===== config.mk =====
export PLATFORM = sky130hd
export DESIGN_NAME = bbsd_decode
export DESIGN_NICKNAME = d
export VERILOG_FILES = /design/src/pkg/bbsd_pkg.sv /design/src/hdl/bbsd_addr_gen.sv /design/src/hdl/bbsd_decode.sv
export SDC_FILE = /design/constraint.sdc
export NUM_CORES = 1
export LEC_CHECK = 0
export BUFFER_PORTS_ARGS = -buffer_cell sky130_fd_sc_hd__buf_2
export CAP_MARGIN = 10
export CORE_UTILIZATION = 54
export DETAILED_ROUTE_END_ITERATION = 10
export PLACE_DENSITY = 0.81
export REMOVE_ABC_BUFFERS = 1
export SLEW_MARGIN = 20
export SYNTH_ARGS = -nofsm -noshare
export SYNTH_HDL_FRONTEND = slang
export SYNTH_HIERARCHICAL = 1
export SYNTH_SLANG_ARGS = --single-unit

===== constraint.sdc =====
create_clock -name clk -period 3 [get_ports clk]
set_clock_uncertainty 0.05 [all_clocks]
set_input_delay 0.15 -clock clk [delete_from_list [all_inputs] [get_ports clk]]
set_output_delay 0.15 -clock clk [all_outputs]
set_load 0.01 [all_outputs]

===== src/pkg/bbsd_pkg.sv =====
// Behaviour
// - Opcode 1101 is relative jump, 11-bit offset
// - Jump offset is signed, -1024 to 1023
// - Jump target is incremented PC plus twice offset
// - Jump takes two cycles, second flushed nop
// - Opcode 1000 sets chosen bit, flags untouched
// - Access bit zero: access bank; one: bank register
// - Extended set, access zero, f<=95: indexed offset
// - Bit set: one cycle, write back in Q4
// - Skip discards prefetch, runs nop, two cycles
package bbsd_pkg;
   localparam logic [3:0]  OPC_JUMP      = 4'hd;
   localparam logic [3:0]  OPC_BIT_SET   = 4'h8;
   localparam logic [3:0]  OPC_SKIP_SET  = 4'ha;
   localparam logic [3:0]  OPC_SKIP_CLR  = 4'hb;
   localparam int          OPC_MSB       = 15;
   localparam int          OPC_LSB       = 12;
   localparam int          OFS_MSB       = 10;
   localparam int          BIT_MSB       = 11;
   localparam int          BIT_LSB       = 9;
   localparam int          ACC_POS       = 8;
   localparam int          FILE_MSB      = 7;
   localparam logic [7:0]  INDEXED_LIMIT = 8'h5f;
   localparam logic [7:0]  ACCESS_SPLIT  = 8'h60;
   localparam logic [3:0]  ACCESS_HI_BANK = 4'hf;
   localparam int          PC_W          = 21;
   localparam int          ADDR_W        = 12;
   localparam logic [1:0]  Q1            = 2'h0;
   localparam logic [1:0]  Q4            = 2'h3;

   typedef struct packed {
      logic              we;
      logic [ADDR_W-1:0] addr;
      logic [7:0]        data;
   } bbsd_fwr_s;

   typedef struct packed {
      logic            load;
      logic [PC_W-1:0] target;
   } bbsd_pcld_s;
endpackage


===== src/hdl/bbsd_addr_gen.sv =====
`timescale 1ns/1ps
// Resolves an 8-bit file operand to a full data address
module bbsd_addr_gen
   import bbsd_pkg::*;
(
   input  wire logic [7:0]        file_op,
   input  wire logic              access_a,
   input  wire logic [3:0]        bank_select_register,
   input  wire logic              ext_set_en,
   input  wire logic [ADDR_W-1:0] index_base,
   output logic      [ADDR_W-1:0] addr
);
   // Indexed mode adds the operand to the index pointer instead of the access bank
   always_comb
   begin
      if (access_a)
         addr = {bank_select_register, file_op};
      else if (ext_set_en && (file_op <= INDEXED_LIMIT))
         addr = index_base + {4'h0, file_op};
      else if (file_op < ACCESS_SPLIT)
         addr = {4'h0, file_op};
      else
         addr = {ACCESS_HI_BANK, file_op};
   end
endmodule


===== src/hdl/bbsd_decode.sv =====
`timescale 1ns/1ps
// Executes jump, bit-set and bit-test-skip instructions over four phases
module bbsd_decode
   import bbsd_pkg::*;
(
   input  wire logic              clk,
   input  wire logic              reset_n,
   input  wire logic [15:0]       instr,
   input  wire logic              instr_valid,
   input  wire logic [PC_W-1:0]   pc_inc,
   input  wire logic [3:0]        bank_select_register,
   input  wire logic              ext_set_en,
   input  wire logic [ADDR_W-1:0] index_base,
   input  wire logic [7:0]        file_rd_data,
   output logic      [1:0]        q_phase,
   output logic      [ADDR_W-1:0] file_rd_addr,
   output bbsd_pkg::bbsd_fwr_s    file_wr,
   output bbsd_pkg::bbsd_pcld_s   pc_load,
   output logic                   flush,
   output logic                   busy
);
   import bbsd_pkg::*;

   typedef enum logic [1:0] {
      BBSD_EXEC  = 2'b00,
      BBSD_FLUSH = 2'b01
   } bbsd_state_e;

   bbsd_state_e       state_q;
   logic [1:0]        q_q;
   logic [15:0]       ir_q;
   logic [ADDR_W-1:0] addr_q;
   logic [7:0]        data_q;
   logic              skip_q;
   logic [ADDR_W-1:0] addr_d;
   logic [3:0]        opc;
   logic [2:0]        bit_sel;
   logic              is_jump;
   logic              is_set;
   logic              is_test;
   logic signed [PC_W-1:0] ofs_ext;
   bbsd_fwr_s         file_wr_q;
   bbsd_pcld_s        pc_load_q;
   logic              flush_q;

   // Field extraction from the latched word
   assign opc     = ir_q[OPC_MSB:OPC_LSB];
   assign bit_sel = ir_q[BIT_MSB:BIT_LSB];
   assign is_jump = (opc == OPC_JUMP);
   assign is_set  = (opc == OPC_BIT_SET);
   assign is_test = (opc == OPC_SKIP_CLR) || (opc == OPC_SKIP_SET);
   // Sign-extend the 11-bit field so -1024..1023 is covered
   assign ofs_ext = PC_W'(signed'(ir_q[OFS_MSB:0]));

   bbsd_addr_gen u_addr
   (
      .file_op              (ir_q[FILE_MSB:0]),
      .access_a             (ir_q[ACC_POS]),
      .bank_select_register (bank_select_register),
      .ext_set_en           (ext_set_en),
      .index_base           (index_base),
      .addr                 (addr_d)
   );

   // Phase counter: Q1..Q4 repeat every instruction cycle
   always_ff @(posedge clk or negedge reset_n)
   begin
      if (!reset_n)
         q_q <= Q1;
      else
         q_q <= q_q + 2'h1;
   end

   // Instruction latch in Q4; a zero word is latched for the flush cycle after a jump or taken skip
   always_ff @(posedge clk or negedge reset_n)
   begin
      if (!reset_n)
         ir_q <= 16'h0000;
      else if (q_q == Q4)
      begin
         if (instr_valid && !(state_q == BBSD_EXEC && (pc_load_q.load || skip_q)))
            ir_q <= instr;
         else
            ir_q <= 16'h0000; // Zero word decodes as none of ours: a nop
      end
   end

   // Read address captured in Q1, data captured in Q2, data processed in Q3
   always_ff @(posedge clk or negedge reset_n)
   begin
      if (!reset_n)
      begin
         addr_q <= '0;
         data_q <= 8'h00;
      end
      else if (q_q == 2'h0)
         addr_q <= addr_d;
      else if (q_q == 2'h1)
         data_q <= file_rd_data;
      else if (q_q == 2'h2 && is_set && state_q == BBSD_EXEC)
         data_q <= data_q | (8'h01 << bit_sel);
   end

   // Bit test decides the skip in Q3
   always_ff @(posedge clk or negedge reset_n)
   begin
      if (!reset_n)
         skip_q <= 1'b0;
      else if (q_q == 2'h2)
      begin
         if (state_q == BBSD_EXEC && is_test)
         begin
            if (opc == OPC_SKIP_SET)
               skip_q <= data_q[bit_sel];
            else
               skip_q <= ~data_q[bit_sel];
         end
         else
            skip_q <= 1'b0;
      end
   end

   // Q4 write-back and PC load; flags are never touched here
   always_ff @(posedge clk or negedge reset_n)
   begin
      if (!reset_n)
      begin
         file_wr_q <= '0;
         pc_load_q <= '0;
      end
      else if (q_q == 2'h2 && state_q == BBSD_EXEC)
      begin
         file_wr_q.we     <= is_set;
         file_wr_q.addr   <= addr_q;
         file_wr_q.data   <= data_q | (8'h01 << bit_sel);
         pc_load_q.load   <= is_jump;
         pc_load_q.target <= pc_inc + PC_W'(ofs_ext <<< 1);
      end
      else
      begin
         file_wr_q.we   <= 1'b0;
         pc_load_q.load <= 1'b0;
      end
   end

   // Second cycle after a jump or taken skip is a flushed nop
   always_ff @(posedge clk or negedge reset_n)
   begin
      if (!reset_n)
      begin
         state_q <= BBSD_EXEC;
         flush_q <= 1'b0;
      end
      else if (q_q == Q4)
      begin
         if (state_q == BBSD_EXEC && (pc_load_q.load || skip_q))
         begin
            state_q <= BBSD_FLUSH;
            flush_q <= 1'b1;
         end
         else
         begin
            state_q <= BBSD_EXEC;
            flush_q <= 1'b0;
         end
      end
   end

   // Outputs straight from flops
   assign q_phase      = q_q;
   assign file_rd_addr = addr_q;
   assign file_wr      = file_wr_q;
   assign pc_load      = pc_load_q;
   assign flush        = flush_q;
   assign busy         = flush_q;
endmodule


==> metrics.yaml <==
outcome: "finished, final reports clean"
synthToLayoutAreaGrowth_pct: 23.9
max_stage_delay_ns: 0.43
synth_ff_type: "dfrtp_1"
vias_per_cell: 5.68
min_path_type: "input port to flop"
dr.pass1.iters: 5
setup_viol: 0
syn_area_per_cell_um2: 8.91
yosys.area.top_type_share: 0.422
core_area_um2: 8760
hold_violations: 0
slowest_stage: "dfrtp_1"
rows: 34
synth-edff-count: 0
maxCapViolations: 0
remaining_drc_errors: 0
p_per_area_nw_per_um2: 472
drt-initial-drc-count: 192
grt_max_degree: 84
cp_max_fo: 4
clk_path_buf_depth: 2
root_buffer: "clkbuf_8"
antenna_found_initial: 0
grt.total_usage: 0.270
num_vias: 4571
fmax_ghz: 0.359
htreeDepth: 3
antenna_left: 0
synth_area_leader_cell: "dfrtp_1"
crit_top_cell: "a221o_1"
place_ws_ns: 0.234
peakVddDrop_mv: 0.233
synth-seq-area-share: 0.422
worstPathCellList: "ha_1 -> fa_1 -> a21o_1 -> a221o_1 -> a221o_1 -> a41oi_2 -> nor4_1 -> a211o_1"
io_buffers: 123
grt_pass1_vias: 4621
start_kind: "flop"
cp_data_required_time_ns: 3.19
cts_resized: 0
leakagePower_uw: 0.00302
synth.area.top_cells: "dfrtp_1, nand2_1, ha_1"
synth_seq_cells: 83
min_period_ns: 2.78
die_y_um: 97.4
worstMarginPinSlew_ns: 0.755
ios: 124
synthArstFlopShare: 1.00
setup_tns_ns: 0
synth_warnings: 6
clk_latency_ns: 0.36
endpoint_kind: "flop"
clock-sinks: 83
wl_per_cell_um: 15.6
die-area_um2: 9490
drv_slew: 0
detailedPlacementHpwl_um: 9010
routabilityCongestion: 0.884
fin_nets: 790
rsz0062_at_grt: "no"
start_util: 0.561
cp.arrival_ns: 2.97
grt_overflow: 0
cts_tree: "done"
netlist_instances: 552
min_period_over_period: 0.928
grt_pass1_wl_um: 20900
drive_above_1_share: 0.238
crit_type: "flop to flop"
yosysUniqueCellTypes: 55
path_clk_slew_ns: 0.09
die_w_um: 97.4
maxSlewHeadroom: 0.497
drt_wl_total_um: 12500
antenna-diode-count: 0
cts_buffers: 9
setup_ws_ns: 0.215
syn_area_um2: 4920
-- per-layer routing --
metal	wire length (µm)	track usage	vias up
met5	0	0	-
met4	376	0.124	0
met3	540	0.0288	34
met2	6210	0.464	163
met1	5410	0.344	2160
li1	-	-	2214
-- path summary, 6_finish.rpt --
kind / slack [ns] / from / to / cells after the start
min in group asynchronous: 0.32 / reset_n / file_wr[18] / 2
min reg2reg: 0.41 / ir_q[12] / file_wr[20] / 1
min: 0.07 / pc_inc[1] / pc_load[1] / 4
max: 0.22 / ir_q[0] / pc_load[19] / 8
max reg2reg: 0.22 / ir_q[0] / pc_load[19] / 8
max in group asynchronous: 2.03 / reset_n / pc_load[8] / 2
-- flip-flops by register name (all words and copies together), names as in the netlist --
name and cells:
skip_q 1, file_wr 21, state_q 1, ir_q 16, data_q 8, pc_load 22
file_rd_addr 12, q_phase 2
-- cells by family (layout without fill, tap and decap cells) --
family,Yosys count,in the layout,synth area share
and+or+nand+nor,195,195,0.170
AOI/OAI and AO/OA,146,146,0.192
DFF,83,83,0.422
buffers and inverters,54,199,0.0425
adders and majority gates,33,33,0.0870
xor gates and xnor gates,22,22,0.0392
muxes,19,19,0.0471
-- cells in the final DEF (no fill, tap or decap), types with 12 or more instances in the layout --
cell type / instances
a21oi_1: 24
buf_2: 122
dfrtp_1: 83
dlygate4sd3_1: 26
ha_1: 31
inv_1: 28
mux2_2: 13
nand2_1: 118
nor2_1: 30
o21ai_0: 57
xor2_1: 12
-- power breakdown --
part / total, µW / internal [µW] / switching (µW)
Combinational: 693 / 317 / 376
Sequential: 1330 / 1240 / 84.9
Clock: 855 / 415 / 440
Total: 2880 / 1980 / 901
-- cells in the mapped netlist, types with 2 or more instances --
| cell | n |
|---|---|
| a21o_1 | 7 |
| ha_1 | 31 |
| a221o_1 | 3 |
| mux2_2 | 13 |
| mux2i_1 | 4 |
| nand3_1 | 8 |
| o21bai_1 | 2 |
| fa_1 | 2 |
| buf_1 | 4 |
| and3_1 | 6 |
| o21a_1 | 4 |
| clkbuf_1 | 19 |
| xnor2_1 | 10 |
| and2_1 | 3 |
| a21oi_1 | 24 |
| inv_1 | 28 |
| a21boi_0 | 2 |
| o21ai_0 | 57 |
| o211ai_1 | 10 |
| a31oi_1 | 5 |
| nor4_1 | 2 |
| nand2_1 | 118 |
| o2111ai_1 | 2 |
| o31ai_1 | 3 |
| nor3b_1 | 2 |
| xor2_1 | 12 |
| nand2b_1 | 7 |
| a211oi_1 | 3 |
| a211o_1 | 3 |
| dfrtp_1 | 83 |
| mux4_2 | 2 |
| nor2b_1 | 3 |
| o22a_1 | 8 |
| nor2_1 | 30 |
| nand4_1 | 5 |
| nor3_1 | 8 |
-- final cells by class --
cell class	instances	area, µm²
Multi-Input combinational cell	415	2640
Timing Repair Buffer	155	927
Sequential cell	83	2080
Inverter	28	105
Fill cell	717	2670
Clock inverter	6	72.6
Clock buffer	10	138
Tap cell	108	135
-- critical path: cells and delay by family (launching register included) --
kind,cells,cell delay (ns)
flip-flops,1,0.43
AO/OA/AOI/OAI,5,1.49
adder cells (fa/ha/maj),2,0.62
AND/OR/NAND/NOR,1,0.07
-- what timing repair did --
item / 4_1_cts / 5_1_grt
buffers inserted: 0 / 0
hold buffers: 26 / 0
endpoints found under the hold margin: 108 / 0
-- per-stage QoR --
stage | hold slack [ns] | instance area, µm² | instances | utilization | total power, µW
6_report | 0.0696 | 6090 | 805 | 0.695 | 2880
5_1_grt | 0.107 | 6090 | 805 | 0.695 | 3020
4_1_cts | 0.0617 | 6090 | 805 | 0.695 | 2890
3_5_place_dp | 0.301 | 5620 | 763 | 0.641 | 2010
3_3_place_gp | 0.294 | 5620 | 763 | 0.641 | 1990
2_1_floorplan | -0.196 | 4810 | 526 | - | 1740
Note: power is estimated with default switching activity, not from simulation.
